[config.mk]
export PLATFORM = sky130hd
export DESIGN_NAME = adc_conv_ctl
export DESIGN_NICKNAME = d
export VERILOG_FILES = /design/src/hdl/adc_ctl_pkg.sv /design/src/hdl/adc_conv_ctl.sv /design/src/hdl/adc_clk_divider.sv
export VERILOG_INCLUDE_DIRS = /design/src /design/src/hdl
export SDC_FILE = /design/constraint.sdc
export NUM_CORES = 1
export LEC_CHECK = 0
export ABC_AREA = 1
export BUFFER_PORTS_ARGS = -buffer_cell sky130_fd_sc_hd__buf_2
export CORE_MARGIN = 4
export CORE_UTILIZATION = 40
export DETAILED_ROUTE_END_ITERATION = 10
export PLACE_DENSITY = 0.66
export SYNTH_ARGS = -nofsm -noshare
export SYNTH_HDL_FRONTEND = slang
export SYNTH_SLANG_ARGS = --single-unit
[constraint.sdc]
create_clock -name MCLK_IN -period 3.8 [get_ports MCLK_IN]
set_input_delay 0.76 -clock MCLK_IN [delete_from_list [all_inputs] [get_ports MCLK_IN]]
set_output_delay 0.76 -clock MCLK_IN [all_outputs]
set_load 0.1 [all_outputs]
[src/hdl/adc_ctl_params.svh]
// register offsets, field positions, reset values and timing counts
// assumes inclusion by adc_conv_ctl and the testbench; the package and the divider do not include it
`ifndef ADC_CTL_PARAMS_SVH
`define ADC_CTL_PARAMS_SVH
`define OFS_CTL_FIRST 8'h00
`define OFS_SRC_REF_CLK 8'h04
`define OFS_BANDGAP 8'h08
`define OFS_RES_HIGH 8'h0C
`define OFS_RES_LOW 8'h10
`define OFS_INT_CTL 8'h14
`define BIT_START 7
`define BIT_BUSY 6
`define BIT_POWER 5
`define BIT_ALIGN 4
`define BIT_GAIN_LO 3
`define BIT_GAIN_HI 5
`define BIT_BANDGAP 3
`define BIT_MASTER_IE 0
`define BIT_CONV_IE 1
`define BIT_REQ_FLAG 2
`define RST_CTL_FIRST 8'h00
`define RST_SRC_REF_CLK 8'h00
`define RST_BANDGAP 8'h00
`define RST_INT_CTL 8'h00
`define SAMPLE_PERIODS 4'h4
`define CONVERT_PERIODS 4'hA
`define TOTAL_PERIODS 5'h0E
`endif

[src/hdl/adc_ctl_pkg.sv]
// types shared by the converter control block
// assumes the params header supplies all numeric constants
`default_nettype none
package adc_ctl_pkg;
    typedef enum logic [2:0] {
        ST_IDLE = 3'h1,
        ST_SAMPLE = 3'h2,
        ST_CONVERT = 3'h4
    } conv_state_e;
    // settings handed to the analog core and its multiplexers
    typedef struct packed {
        logic [1:0] input_source_select;
        logic [2:0] channel_select;
        logic [1:0] reference_select;
        logic [1:0] gain_select;
        logic converter_power_enable;
    } analog_ctrl_s;
endpackage : adc_ctl_pkg
`default_nettype wire

[src/hdl/adc_conv_ctl.sv]
// converter control: AHB-Lite registers, start detect, 14-period sequence
// assumes the analog core delivers a stable result by the last period
`default_nettype none
`include "adc_ctl_params.svh"
module adc_conv_ctl
    import adc_ctl_pkg::*;
(
    // clock and reset
    input wire logic MCLK_IN,
    input wire logic NRST_IN,
    // AHB-Lite slave
    input wire logic HSEL_IN,
    input wire logic [7:0] HADDR_IN,
    input wire logic [1:0] HTRANS_IN,
    input wire logic HWRITE_IN,
    input wire logic [2:0] HSIZE_IN,
    input wire logic HREADY_IN,
    input wire logic [31:0] HWDATA_IN,
    output logic [31:0] HRDATA_OUT,
    output logic HREADYOUT_OUT,
    output logic HRESP_OUT,
    // analog side
    input wire logic LOW_VOLTAGE_RESET_IN,
    input wire logic [9:0] RESULT_IN,
    output analog_ctrl_s ANALOG_CTRL_OUT,
    output logic BANDGAP_POWER_OUT,
    output logic CONV_CLK_TICK_OUT,
    output logic SAMPLE_PHASE_OUT,
    output logic CONVERT_PHASE_OUT,
    // interrupt request to the processor
    output logic IRQ_OUT
);
    logic [1:0] rst_sync_r;
    wire rst_n = rst_sync_r[1];
    logic [1:0] lvr_sync_r;
    logic [9:0] res_meta_r;
    logic [9:0] res_sync_r;

    // registers
    logic [7:0] ctl_first_r;
    logic [7:0] src_ref_clk_r;
    logic bandgap_enable_r;
    logic [1:0] int_en_r;
    logic req_flag_r;
    logic [9:0] result_r;
    logic busy_r;
    conv_state_e state_r;
    conv_state_e state_nxt;
    logic [3:0] per_r;
    logic [3:0] per_nxt;

    // bus pipeline
    logic wr_pend_r;
    logic [7:0] wr_addr_r;
    logic [31:0] rdata_r;
    logic [31:0] rdata_nxt;

    // outputs
    analog_ctrl_s ctrl_r;
    logic bg_pwr_r;
    logic irq_r;
    logic tick;

    // reset release through two flops, assert asynchronously
    always_ff @(posedge MCLK_IN or negedge NRST_IN)
    begin
        if (!NRST_IN)
            rst_sync_r <= 2'h0;
        else
            rst_sync_r <= {rst_sync_r[0], 1'b1};
    end

    // level and result inputs come from the analog domain
    always_ff @(posedge MCLK_IN or negedge rst_n)
    begin
        if (!rst_n)
        begin
            lvr_sync_r <= 2'h0;
            res_meta_r <= 10'h000;
            res_sync_r <= 10'h000;
        end
        else
        begin
            lvr_sync_r <= {lvr_sync_r[0], LOW_VOLTAGE_RESET_IN};
            res_meta_r <= RESULT_IN;
            res_sync_r <= res_meta_r;
        end
    end

    // address phase decode; any NONSEQ/SEQ transfer counts, HSIZE is not checked
    wire addr_ok = HSEL_IN && HREADY_IN && HTRANS_IN[1];
    wire rd_take = addr_ok && !HWRITE_IN;
    wire wr_take = addr_ok && HWRITE_IN;
    wire wr_ctl0 = wr_pend_r && (wr_addr_r == `OFS_CTL_FIRST);
    wire wr_ctl1 = wr_pend_r && (wr_addr_r == `OFS_SRC_REF_CLK);
    wire wr_bg = wr_pend_r && (wr_addr_r == `OFS_BANDGAP);
    wire wr_int = wr_pend_r && (wr_addr_r == `OFS_INT_CTL);
    wire [7:0] wd = HWDATA_IN[7:0];

    // start fires when a write drops a previously set start bit
    wire start_evt = wr_ctl0 && ctl_first_r[`BIT_START] && !wd[`BIT_START];
    wire power_on = ctl_first_r[`BIT_POWER];
    wire start_ok = start_evt && (state_r == ST_IDLE) && power_on;
    wire last_tick = tick && (state_r == ST_CONVERT) && (per_r == 4'(`CONVERT_PERIODS - 4'h1));
    wire done = last_tick && power_on;
    wire abort = !power_on && (state_r != ST_IDLE);
    wire [1:0] gain = {src_ref_clk_r[`BIT_GAIN_HI], ctl_first_r[`BIT_GAIN_LO]};
    wire align = ctl_first_r[`BIT_ALIGN];

    // split of the result into the two byte registers
    function automatic logic [15:0] split_result(input logic [9:0] d, input logic a);
        if (a)
            split_result = {6'h00, d[9:8], d[7:0]};
        else
            split_result = {d[9:2], d[1:0], 6'h00};
    endfunction : split_result

    wire [15:0] res_bytes = split_result(result_r, align);
    wire [7:0] ctl0_view = {1'b0, busy_r, ctl_first_r[5:0]};
    wire [7:0] int_view = {5'h00, req_flag_r, int_en_r};

    // read mux, sampled in the address phase so data comes from a flop
    always_comb
    begin
        rdata_nxt = 32'h0000_0000;
        unique case (HADDR_IN)
            `OFS_CTL_FIRST: rdata_nxt[7:0] = ctl0_view;
            `OFS_SRC_REF_CLK: rdata_nxt[7:0] = src_ref_clk_r;
            `OFS_BANDGAP: rdata_nxt[`BIT_BANDGAP] = bandgap_enable_r;
            `OFS_RES_HIGH: rdata_nxt[7:0] = res_bytes[15:8];
            `OFS_RES_LOW: rdata_nxt[7:0] = res_bytes[7:0];
            `OFS_INT_CTL: rdata_nxt[7:0] = int_view;
            default: rdata_nxt = 32'h0000_0000;
        endcase
    end

    // bus slave: zero wait states, always OKAY
    always_ff @(posedge MCLK_IN or negedge rst_n)
    begin
        if (!rst_n)
        begin
            wr_pend_r <= 1'b0;
            wr_addr_r <= 8'h00;
            rdata_r <= 32'h0000_0000;
        end
        else
        begin
            wr_pend_r <= wr_take;
            wr_addr_r <= wr_take ? HADDR_IN : wr_addr_r;
            rdata_r <= rd_take ? rdata_nxt : rdata_r;
        end
    end

    // software registers; busy is hardware owned and not writable
    always_ff @(posedge MCLK_IN or negedge rst_n)
    begin
        if (!rst_n)
        begin
            ctl_first_r <= `RST_CTL_FIRST;
            src_ref_clk_r <= `RST_SRC_REF_CLK;
            bandgap_enable_r <= 1'(`RST_BANDGAP >> `BIT_BANDGAP);
            int_en_r <= 2'(`RST_INT_CTL);
        end
        else
        begin
            if (wr_ctl0)
                ctl_first_r <= {wd[7], 1'b0, wd[5:0]};
            if (wr_ctl1)
                src_ref_clk_r <= wd;
            if (wr_bg)
                bandgap_enable_r <= wd[`BIT_BANDGAP];
            if (wr_int)
                int_en_r <= wd[1:0];
        end
    end

    // sequencer: 4 sample periods, then 10 convert periods
    always_comb
    begin
        state_nxt = state_r;
        per_nxt = per_r;
        unique case (state_r)
            ST_IDLE:
            begin
                per_nxt = 4'h0;
                if (start_ok)
                    state_nxt = ST_SAMPLE;
            end
            ST_SAMPLE:
            begin
                if (tick)
                    per_nxt = 4'(per_r + 4'h1);
                if (tick && per_r == 4'(`SAMPLE_PERIODS - 4'h1))
                begin
                    state_nxt = ST_CONVERT;
                    per_nxt = 4'h0;
                end
            end
            ST_CONVERT:
            begin
                if (tick)
                    per_nxt = 4'(per_r + 4'h1);
                if (last_tick)
                    state_nxt = ST_IDLE;
            end
            default:
            begin
                state_nxt = ST_IDLE;
                per_nxt = 4'h0;
            end
        endcase
        if (abort)
        begin
            state_nxt = ST_IDLE;
            per_nxt = 4'h0;
        end
    end

    // sequencer state, busy flag and result capture
    always_ff @(posedge MCLK_IN or negedge rst_n)
    begin
        if (!rst_n)
        begin
            state_r <= ST_IDLE;
            per_r <= 4'h0;
            busy_r <= 1'b0;
            result_r <= 10'h000;
        end
        else
        begin
            state_r <= state_nxt;
            per_r <= per_nxt;
            busy_r <= (state_nxt != ST_IDLE);
            if (done)
                result_r <= res_sync_r;
        end
    end

    // request flag: completion sets it, software writes 0 to clear; set wins
    wire flag_clr = wr_int && !wd[`BIT_REQ_FLAG];
    always_ff @(posedge MCLK_IN or negedge rst_n)
    begin
        if (!rst_n)
            req_flag_r <= 1'b0;
        else
            req_flag_r <= done || (req_flag_r && !flag_clr);
    end

    // registered outputs toward the analog core and the processor
    always_ff @(posedge MCLK_IN or negedge rst_n)
    begin
        if (!rst_n)
        begin
            ctrl_r <= '0;
            bg_pwr_r <= 1'b0;
            irq_r <= 1'b0;
        end
        else
        begin
            ctrl_r.input_source_select <= src_ref_clk_r[7:6];
            ctrl_r.channel_select <= ctl_first_r[2:0];
            ctrl_r.reference_select <= src_ref_clk_r[4:3];
            ctrl_r.gain_select <= gain;
            ctrl_r.converter_power_enable <= power_on;
            bg_pwr_r <= bandgap_enable_r || lvr_sync_r[1];
            irq_r <= req_flag_r && int_en_r[`BIT_MASTER_IE] && int_en_r[`BIT_CONV_IE];
        end
    end

    // divider restarts with each accepted start so periods line up
    adc_clk_divider u_div (
        .clk(MCLK_IN),
        .rst_n(rst_n),
        .restart(start_ok),
        .sel(src_ref_clk_r[2:0]),
        .tick(tick)
    );

    assign HRDATA_OUT = rdata_r;
    assign HREADYOUT_OUT = rst_sync_r[1];
    assign HRESP_OUT = 1'b0;
    assign ANALOG_CTRL_OUT = ctrl_r;
    assign BANDGAP_POWER_OUT = bg_pwr_r;
    assign CONV_CLK_TICK_OUT = tick;
    assign SAMPLE_PHASE_OUT = state_r[1];
    assign CONVERT_PHASE_OUT = state_r[2];
    assign IRQ_OUT = irq_r;

    // helper: converter periods seen during the current conversion
    logic [4:0] ticks_r;
    always_ff @(posedge MCLK_IN or negedge rst_n)
    begin
        if (!rst_n)
            ticks_r <= 5'h00;
        else if (start_ok)
            ticks_r <= 5'h00;
        else if (tick && busy_r)
            ticks_r <= 5'(ticks_r + 5'h01);
    end

    start_busy_a: assert property (@(posedge MCLK_IN) disable iff (!rst_n)
        start_ok |=> busy_r && state_r == ST_SAMPLE)
        else $error("busy not set after accepted start");
    level_start_a: assert property (@(posedge MCLK_IN) disable iff (!rst_n)
        !busy_r && !start_evt |=> !busy_r)
        else $error("conversion began without a start sequence");
    busy_ignore_a: assert property (@(posedge MCLK_IN) disable iff (!rst_n)
        start_evt && busy_r && !done && power_on |=> busy_r && ticks_r >= $past(ticks_r))
        else $error("start during conversion disturbed it");
    conv_length_a: assert property (@(posedge MCLK_IN) disable iff (!rst_n)
        done |-> ticks_r == 5'(`TOTAL_PERIODS - 5'h01))
        else $error("conversion not fourteen periods");
    flag_set_a: assert property (@(posedge MCLK_IN) disable iff (!rst_n)
        done |=> req_flag_r && !busy_r)
        else $error("request flag missing at completion");
    irq_gate_a: assert property (@(posedge MCLK_IN) disable iff (!rst_n)
        IRQ_OUT |-> $past(int_en_r) == 2'h3 && $past(req_flag_r))
        else $error("interrupt raised while disabled");
    bandgap_pwr_a: assert property (@(posedge MCLK_IN) disable iff (!rst_n)
        ##1 BANDGAP_POWER_OUT == ($past(bandgap_enable_r) || $past(lvr_sync_r[1])))
        else $error("bandgap power wrong");
    bg_unused_a: assert property (@(posedge MCLK_IN) disable iff (!rst_n)
        rd_take && HADDR_IN == `OFS_BANDGAP |=> (rdata_r & 32'hFFFF_FFF7) == 32'h0000_0000)
        else $error("unused bandgap bits read nonzero");
    src_ref_a: assert property (@(posedge MCLK_IN) disable iff (!rst_n)
        ##1 ctrl_r.input_source_select == $past(src_ref_clk_r[7:6])
        && ctrl_r.reference_select == $past(src_ref_clk_r[4:3]))
        else $error("source or reference routing wrong");
    gain_pair_a: assert property (@(posedge MCLK_IN) disable iff (!rst_n)
        ##1 ctrl_r.gain_select == {$past(src_ref_clk_r[5]), $past(ctl_first_r[3])})
        else $error("gain bits misplaced");
endmodule : adc_conv_ctl
`default_nettype wire

[src/hdl/adc_clk_divider.sv]
// converter clock divider: one tick per 2**sel system clocks
// assumes sel is stable while a conversion runs
`default_nettype none
module adc_clk_divider
    import adc_ctl_pkg::*;
(
    input wire logic clk,
    input wire logic rst_n,
    input wire logic restart,
    input wire logic [2:0] sel,
    output logic tick
);
    logic [6:0] cnt_r;
    logic [6:0] cnt_nxt;
    logic tick_r;
    wire [6:0] lim = div_limit(sel);
    wire at_lim = (cnt_r == lim);

    // last count value for a divide of 2**s
    function automatic logic [6:0] div_limit(input logic [2:0] s);
        div_limit = 7'((8'h01 << s) - 8'h01);
    endfunction : div_limit

    // restart aligns the first period to the start of a conversion
    assign cnt_nxt = (restart || at_lim) ? 7'h00 : 7'(cnt_r + 7'h01);
    assign tick = tick_r;

    // counter and registered tick
    always_ff @(posedge clk or negedge rst_n)
    begin
        if (!rst_n)
        begin
            cnt_r <= 7'h00;
            tick_r <= 1'b0;
        end
        else
        begin
            cnt_r <= cnt_nxt;
            tick_r <= at_lim && !restart;
        end
    end

    div_period_a: assert property (@(posedge clk) disable iff (!rst_n)
        tick_r && !$past(restart) |-> $past(cnt_r) == div_limit($past(sel)))
        else $error("converter tick off its divide period");
endmodule : adc_clk_divider
`default_nettype wire

==> results.toml, run 1 <==
[synth]
synth_area_per_cell_sq_um = 9.15
ys_top_cells_by_area = "dfrtp_1, nand2_1, buf_4"
ys_ff_latch = 98
synth_compound_gate_area_share_pct = 6.95
yosysTopAreaCellShare_pct = 55.7
synthAdderAreaFrac_pct = 0.862
yosys_warnings = 0
synth_common_cells = "nand2_1, dfrtp_1, inv_1"
synth_top_family_by_area = "simple AND/OR/NAND/NOR gates"
synth_area_sq_um = 4360
yosysTopAreaCell = "dfrtp_1"
synth_cell_types = 38
synth-edff-count = 0
async_flop_share_pct = 100
synth_mux_area_share_pct = 0
synthSimpleGateAreaFrac_pct = 24.2
yosysMostFrequentCell = "nand2_1"
synthXorXnorAreaFrac_pct = 1.61
synthCells = 476
yosysSeqAreaShare_pct = 56.3
synth_ff_type = "dfrtp_1"

[routing]
wl_um = 8430
drc = 0
final_antenna_net_count = 0
dr_total_vias = 3067
dr.pass1.iters = 4
drtIter0Drc = 190
wl_per_cell_um = 12.5
via_per_inst = 4.53

[global_routing]
antenna_found_initial = 0
grt_max_degree = 80
grt_pass1_vias = 3028
grt_pass1_wl_um = 14500
grt_overflow = 0
track_usage_pct = 14.3

[clock_tree]
cts_tree = "yes"
cts-hold-fix-buffers = 0
cts-root-buf = "clkbuf_8"
h-tree-depth = 3
cts_resized = 0
cts.clk_slew.worst_paths_ns = 0.09
cts_buffer_depth = 2
insertion_delay_ns = 0.36
cts_buffers = 9
post_cts_buffers = 0
cts_sinks = 98

[sta]
setup_viol = 0
rsz0062_at_grt = "no"
skew_ns = 0.0115
hold_viol = 0
worstMarginPinSlew_ns = 0.984
period_share_pct = 57.5
period_minus_slack_ns = 2.18
slew_violations = 0
max-slew-margin-rel_pct = 34.4
tns_ns = 0
max_freq_ghz = 0.458

[worst_setup_path]
cp.arrival_ns = 1.42
path_class = "flop to output pin"
max_stage_delay_ns = 0.58
end_kind = "output pin"
cpMaxStageDelayCell = "dfrtp_4"
cp-start-kind = "flop"
crit_buf_inv = 1
cp.required_ns = 3.04
critPathTopFamily = "flip-flops"
cp_max_fo = 19
path_cells = "buf_2"

[cells_and_area]
nets = 600
area_growth_pct = 12.6
seq_area_sq_um = 2460
antenna_cells = 0
drive_above_1_share_pct = 21.3
multiInputGateArea_sq_um = 1560
fillCellCount = 1026
fin_util_pct = 46.9

[flow_run]
drv_cap = 0

[floorplan]
die_w_um = 112
rows = 37
die_area_sq_um = 12600
core-area_sq_um = 10500
dieHeight_um = 112
initial_core_util_pct = 41.6
io_pins = 110

[power]
ir_drop_mv = 0.194
power_density_nw_per_um2 = 523
leakage_uw = 0.00255
power_uw = 2560

[run_status]
status = "complete, no violations"

[placed_design]
io_buffers = 56
place_congestion = 0.862
dp_hpwl_um = 6280

[min_path]
min_path_type = "input pin to async pin"
## state kept, by name (all words and copies together), names as in the netlist
register           count
ANALOG_CTRL_OUT       10
BANDGAP_POWER_OUT      1
HRDATA_OUT             8
IRQ_OUT                1
bandgap_enable_r       1
busy_r                 1
ctl_first_r            7
int_en_r               2
lvr_sync_r             2
per_r                  4
req_flag_r             1
res_meta_r            10
res_sync_r            10
result_r              10
rst_sync_r             2
src_ref_clk_r          8
state_r                3
u_div.cnt_r            7
u_div.tick             1
wr_addr_r              8
wr_pend_r              1
## cell type report
type                    instances  share of cell area (%)
clock inverters                 5                    1.73
inverters                      51                    3.90
flip-flops and latches         98                    50.1
clock buffers                  11                    3.09
well taps                     136                    3.47
repair buffers                 57                    5.86
multi-input cells             319                    31.9
## metal layers
metal / up-vias / routed length [um] / GRT usage (%) / share of wire [%]
li1: 1560 / - / - / -
met3: 15 / 580 / 4.15 / 6.9
met4: 0 / 184 / 6.41 / 2.2
met5: - / 0 / 0 / 0
met1: 1403 / 3830 / 18.7 / 45
met2: 89 / 3840 / 22.2 / 46
## through the flow
| stage | cells | cell area (sq um) | hold slack (ns) | worst slack [ns] |
|---|---|---|---|---|
| floorplan | 500 | 4450 | 0.331 | 0.0454 |
| global placement | 661 | 4670 | 0.194 | 1.86 |
| detailed placement | 661 | 4670 | 0.195 | 1.84 |
| CTS | 677 | 4910 | 0.140 | 1.57 |
| global route | 677 | 4910 | 0.128 | 1.52 |
| finish | 677 | 4910 | 0.163 | 1.62 |
## placed cells by master (no fill, tap or decap), drive strengths merged
cell type,n
nand2,129
clkinv,2
clkbuf,11
o21ai,39
bufinv,2
nand3b,4
ha,3
o21bai,1
conb,26
xnor2,1
dfstp,1
nor2,54
nand3,24
a21oi,12
buf,57
nand2b,1
a31oi,1
a211oi,1
o31ai,1
nor3b,2
inv,52
or2,3
dfrtp,97
and3,1
nor3,3
xor2,7
nand4,6
## power breakdown
| group | total [uW] | switching [uW] | internal [uW] |
|---|---|---|---|
| combinational | 559 | 426 | 133 |
| sequential | 1240 | 93.3 | 1150 |
| clock | 762 | 351 | 411 |
## worst paths after layout
path | from | cells after the start | slack [ns] | to
min | NRST_IN | 1 | 0.16 | rst_sync_r[1]$_DFF_PN0_
min in group MCLK_IN | res_meta_r[2]$_DFF_PN0_ | 0 | 0.35 | res_sync_r[2]$_DFF_PN0_
max reg2reg | wr_addr_r[7]$_DFFE_PN0P_ | 7 | 2.18 | u_div.cnt_r[5]$_DFF_PN0_
max in group asynchronous | rst_sync_r[1]$_DFF_PN0_ | 1 | 2.35 | ctl_first_r[0]$_DFFE_PN0N_
min reg2reg | rst_sync_r[1]$_DFF_PN0_ | 0 | 0.20 | u_div.tick$_DFF_PN0_
max | rst_sync_r[1]$_DFF_PN0_ | 1 | 1.62 | HREADYOUT_OUT
## logic make-up after synthesis
kind of cell,Yosys count
buffers and inverters,83
AO/OA/AOI/OAI,55
adder cells (fa/ha/maj),3
AND/OR/NAND/NOR,227
other,2
XOR/XNOR,8
flip-flops,98
Note: power is estimated with default switching activity, not from simulation.
==> run 2, diff against run 1 <==
- ABC_AREA: 1 -> 0
- PLACE_DENSITY: 0.66 -> 0.69
- clock period: 3.8 -> 2 ns (I/O delays scaled with it)
==> results.toml, run 2 <==
[cells_and_area]
nets = 483
fillCellCount = 951
area_growth_pct = 15.1
drive_above_1_share_pct = 28.8
final_common_cell = "dfrtp_1"
fin_util_pct = 47.0
layout_common_cells = "dfrtp_1, buf_2, nand2_1"
fin_cells = 561

[placed_design]
place_congestion = 0.800
placed_cells = 543
io_buffers = 56
preCtsSetupSlack_ns = 0.119
dp_hpwl_um = 5980

[routing]
final_antenna_net_count = 0
drc = 0
wl_um = 8240
drtIter0Drc = 107
wl_per_cell_um = 14.7
dr.pass1.iters = 4
via_per_inst = 4.89
dr_total_vias = 2741

[sta]
period_minus_slack_ns = 1.83
setup_viol = 0
period_share_pct = 91.3
rsz0062_at_grt = "no"
slew_violations = 0
tns_ns = 0
skew_ns = 0.00746
hold_viol = 0
max_freq_ghz = 0.548
fin_ws_ns = 0.174

[synth]
yosysTopAreaCell = "dfrtp_1"
ys_ff_latch = 98
synth_ff_type = "dfrtp_1"
yosysTopAreaCellShare_pct = 58.2
yosys_warnings = 0
yosysMostFrequentCell = "dfrtp_1"
async_flop_share_pct = 100
synthCells = 351
synth_common_cells = "dfrtp_1, nand2_1, mux2_2"
yosysSeqAreaShare_pct = 58.8
synth_area_per_cell_sq_um = 11.9
synth_cell_types = 59
synth-edff-count = 0
ys_top_cells_by_area = "dfrtp_1, mux2_2, buf_4"
synth_area_sq_um = 4170

[run_status]
status = "complete, no violations"

[global_routing]
grt_overflow = 0
track_usage_pct = 13.7
grt_pass1_wl_um = 12800
grt_pass1_vias = 2593
grt_max_degree = 97
antenna_found_initial = 1

[flow_run]
drv_cap = 0

[clock_tree]
post_cts_buffers = 0
h-tree-depth = 3
cts_resized = 0
cts_tree = "yes"
cts_sinks = 98
insertion_delay_ns = 0.36
cts_buffers = 9
cts-hold-fix-buffers = 1
cts_buffer_depth = 2
cts-root-buf = "clkbuf_8"
cts.clk_slew.worst_paths_ns = 0.10

[power]
power_density_nw_per_um2 = 1020
leakage_uw = 0.00227
pwr-share-comb_pct = 23.5
ir_drop_mv = 0.694
swShare_pct = 38.2
seqPwrFrac_pct = 51.2
switchingPower_uw = 1870
pwr-share-clk_pct = 25.3
p_int_uw = 3020

[floorplan]
core-area_sq_um = 10200
die_area_sq_um = 12100
die_w_um = 110
dieHeight_um = 110
initial_core_util_pct = 40.8
io_pins = 110
rows = 37

[min_path]
min_path_type = "input pin to flop"

[worst_setup_path]
end_kind = "flop"
cp.arrival_ns = 2.09
path_class = "flop to flop"
cp-start-kind = "flop"
cp_max_fo = 4
cp.required_ns = 2.26
-- run 2: changes by cell type after synthesis, moves of 8 or more --
| cell | previous run | this run |
|---|---|---|
| nand3_1 | 24 | 13 |
| o21ai_0 | 23 | 9 |
| mux2_2 | 0 | 28 |
| nor2_1 | 36 | 22 |
| o21ai_1 | 16 | 1 |
| inv_1 | 48 | 3 |
| nand2_1 | 122 | 35 |
| nor2_2 | 14 | 1 |
| clkbuf_1 | 0 | 8 |
-- run 2: layer usage --
metal	GRT usage, %	routed length [um]	part of all wire (%)
met1	18.7	3710	45
met5	0	0	0
met3	3.67	435	5.3
met4	4.05	82	1.0
met2	21.7	4010	49
-- run 2: kinds of logic (layout without fill, tap and decap cells) --
kind of cell	Yosys count	after routing	synth area share, %
and+or+nand+nor	121	121	16.2
DFF	98	98	58.8
AOI/OAI and AO/OA	47	47	7.68
buffers and inverters	39	88	5.82
muxes	33	33	8.76
xor gates and xnor gates	8	8	1.68
adders and majority gates	3	3	0.900
other	2	27	0.180
-- run 2: worst paths after layout --
| check | slack [ns] | endpoint | start | depth (start not counted) |
|---|---|---|---|---|
| worst max-delay path | 0.17 | u_div.cnt_r[2]$_DFF_PN0_ | wr_addr_r[1]$_DFFE_PN0P_ | 5 |
| worst min-delay path | 0.14 | res_meta_r[3]$_DFF_PN0_ | RESULT_IN[3] | 1 |
| worst max register to register | 0.17 | u_div.cnt_r[2]$_DFF_PN0_ | wr_addr_r[1]$_DFFE_PN0P_ | 5 |
| worst min register to register | 0.36 | lvr_sync_r[1]$_DFF_PN0_ | lvr_sync_r[0]$_DFF_PN0_ | 0 |
| max in group asynchronous | 1.16 | state_r[0]$_DFF_PN1_ | rst_sync_r[1]$_DFF_PN0_ | 1 |
| min in group asynchronous | 0.33 | rst_sync_r[1]$_DFF_PN0_ | NRST_IN | 2 |
-- run 2: cell type report --
class,count,area (sq um),share of cell area [%]
Sequential cell,98,2460,51.2
Multi-Input combinational cell,238,1570,32.6
Timing Repair Buffer,68,400,8.33
Tap cell,136,170,3.54
Clock buffer,9,124,2.58
Clock inverter,7,67.6,1.41
Inverter,4,15.0,0.312
Antenna cell,1,2.50,0.0521
-- run 2: power groups by stage --
stage | sequential [uW] | clock [uW] | combinational, uW
floorplan | 2800 | 0 | 675
global placement | 2520 | 0 | 1120
detailed placement | 2540 | 0 | 1150
CTS | 2500 | 1270 | 1150
global route | 2540 | 1370 | 1230
finish | 2500 | 1240 | 1150
-- run 2: worst max-delay path, stage by stage, from the launching register on --
cell     delay, ns
dfrtp_1       0.43
nor4b_4       0.40
nand3_4       0.14
or4b_4        0.57
nand2_2       0.13
nor3_1        0.06
-- run 2: per-stage QoR --
stage          hold slack (ns)  instance area (sq um)  total power (uW)
2_1_floorplan            0.104                   4270              3470
3_3_place_gp             0.188                   4600              3640
3_5_place_dp             0.188                   4600              3690
4_1_cts                  0.123                   4800              4920
5_1_grt                  0.109                   4800              5140
6_report                 0.137                   4800              4890
==> run 3, diff against run 2 <==
--- a/config.mk
+++ b/config.mk
@@ -9,8 +9,9 @@
 export ABC_AREA = 0
 export BUFFER_PORTS_ARGS = -buffer_cell sky130_fd_sc_hd__buf_2
-export CORE_MARGIN = 4
+export CORE_MARGIN = 2
 export CORE_UTILIZATION = 40
 export DETAILED_ROUTE_END_ITERATION = 10
 export PLACE_DENSITY = 0.69
+export RECOVER_POWER = 50
 export SYNTH_ARGS = -nofsm -noshare
 export SYNTH_HDL_FRONTEND = slang
==> constraint.sdc (replaced) <==
create_clock -name MCLK_IN -period 2 [get_ports MCLK_IN]
set_input_delay 0.2 -clock MCLK_IN [delete_from_list [all_inputs] [get_ports MCLK_IN]]
set_output_delay 0.2 -clock MCLK_IN [all_outputs]
set_load 0.1 [all_outputs]
==> results.toml, run 3 (synthesized netlist as in run 2, its figures left out) <==
[sta]
skew_ns = 0.0119
worstMarginPinSlew_ns = 0.555
rsz0062_at_grt = "no"
hold_viol = 0
period_share_pct = 91.4
max_freq_ghz = 0.547
setup_viol = 0
slew_violations = 0
max-slew-margin-rel_pct = 62.9
tns_ns = 0
period_minus_slack_ns = 1.83

[power]
ir_drop_mv = 0.505
power_uw = 4900
power_density_nw_per_um2 = 999
leakage_uw = 0.00231

[worst_setup_path]
path_cells = "nor4b_4, nand3_4, or4b_4, and3_1"
critPathTopFamily = "simple AND/OR/NAND/NOR gates"
cpMaxStageDelayCell = "or4b_4"
rrSetupSlack_ns = 0.17
max_stage_delay_ns = 0.57
worstSetupPathDepth = 4
cp_max_fo = 4
cp.arrival_ns = 2.09
end_kind = "flop"
reg2regPathDepth = 4
crit_buf_inv = 0
cp.required_ns = 2.26
path_class = "flop to flop"
cp-start-kind = "flop"

[routing]
wl_um = 8080
dr.pass1.iters = 5
final_antenna_net_count = 0
drtIter0Drc = 131
via_per_inst = 4.92
dr_total_vias = 2804
wl_per_cell_um = 14.2
drc = 0

[global_routing]
grt_pass1_vias = 2685
grt_overflow = 0
grt_pass1_wl_um = 13300
antenna_found_initial = 0
grt_max_degree = 97
track_usage_pct = 15.1

[cells_and_area]
area_growth_pct = 17.5
nets = 493
fin_util_pct = 47.9
drive_above_1_share_pct = 27.4
final_common_cell = "dfrtp_1"
antenna_cells = 0
layout_common_cells = "dfrtp_1, buf_2, nand2_1"
fillCellCount = 920

[clock_tree]
cts_sinks = 98
h-tree-depth = 3
cts.clk_slew.worst_paths_ns = 0.10
post_cts_buffers = 0
insertion_delay_ns = 0.36
cts_resized = 0
cts_tree = "yes"
cts_buffer_depth = 2
cts-root-buf = "clkbuf_8"
cts_buffers = 9

[floorplan]
die_area_sq_um = 11300
core-area_sq_um = 10200
io_pins = 110
rows = 37
initial_core_util_pct = 40.8
die_w_um = 106
dieHeight_um = 106

[min_path]
min_path_type = "input pin to flop"
whs_path_depth = 2

[flow_run]
drv_cap = 0

[placed_design]
io_buffers = 56
dp_hpwl_um = 5890
place_congestion = 0.791

[run_status]
status = "complete, no violations"
-- run 3: layout make-up --
| cell class | instances | area (sq um) | share of cell area [%] |
|---|---|---|---|
| clock buffer | 9 | 124 | 2.53 |
| tap | 136 | 170 | 3.47 |
| sequential | 98 | 2450 | 50.1 |
| multi-input combinational | 238 | 1570 | 31.9 |
| inverter | 4 | 15.0 | 0.306 |
| clock inverter | 7 | 72.6 | 1.48 |
| timing repair buffer | 78 | 502 | 10.2 |
-- run 3: per-stage QoR --
step | std cells | setup slack (ns) | cell area (sq um) | hold slack [ns]
floorplan | 375 | 0.000643 | 4270 | -0.0956
global placement | 542 | 0.209 | 4590 | -0.0122
detailed placement | 542 | 0.176 | 4590 | -0.00805
CTS | 570 | 0.161 | 4910 | 0.0524
global route | 570 | 0.0889 | 4900 | 0.0523
finish | 570 | 0.171 | 4900 | 0.0716
-- run 3: timing repair --
item / CTS / global route
setup endpoints to repair: 0 / 0
endpoints found under the hold margin: 13 / 0
hold buffers: 12 / 0
-- run 3: worst paths after layout --
check                                    startpoint                         to
max                        wr_addr_r[1]$_DFFE_PN0P_   u_div.cnt_r[1]$_DFF_PN0_
min                                     HADDR_IN[6]  HRDATA_OUT[3]$_DFFE_PN0P_
max reg2reg                wr_addr_r[1]$_DFFE_PN0P_   u_div.cnt_r[1]$_DFF_PN0_
min reg2reg                 rst_sync_r[0]$_DFF_PN0_    rst_sync_r[1]$_DFF_PN0_
max in group asynchronous   rst_sync_r[1]$_DFF_PN0_       u_div.tick$_DFF_PN0_
min in group asynchronous                   NRST_IN    rst_sync_r[0]$_DFF_PN0_
-- run 3: per-layer routing --
layer	global-route usage [%]	vias up	share of wire [%]
li1	-	1340	-
met1	20.4	1382	46
met2	23.9	78	49
met3	4.17	4	4.1
met4	4.61	0	0.43
met5	0	-	0
-- run 3: where the power goes --
group / switching, uW / internal [uW]
clock: 741 / 491
combinational: 843 / 321
sequential: 282 / 2220
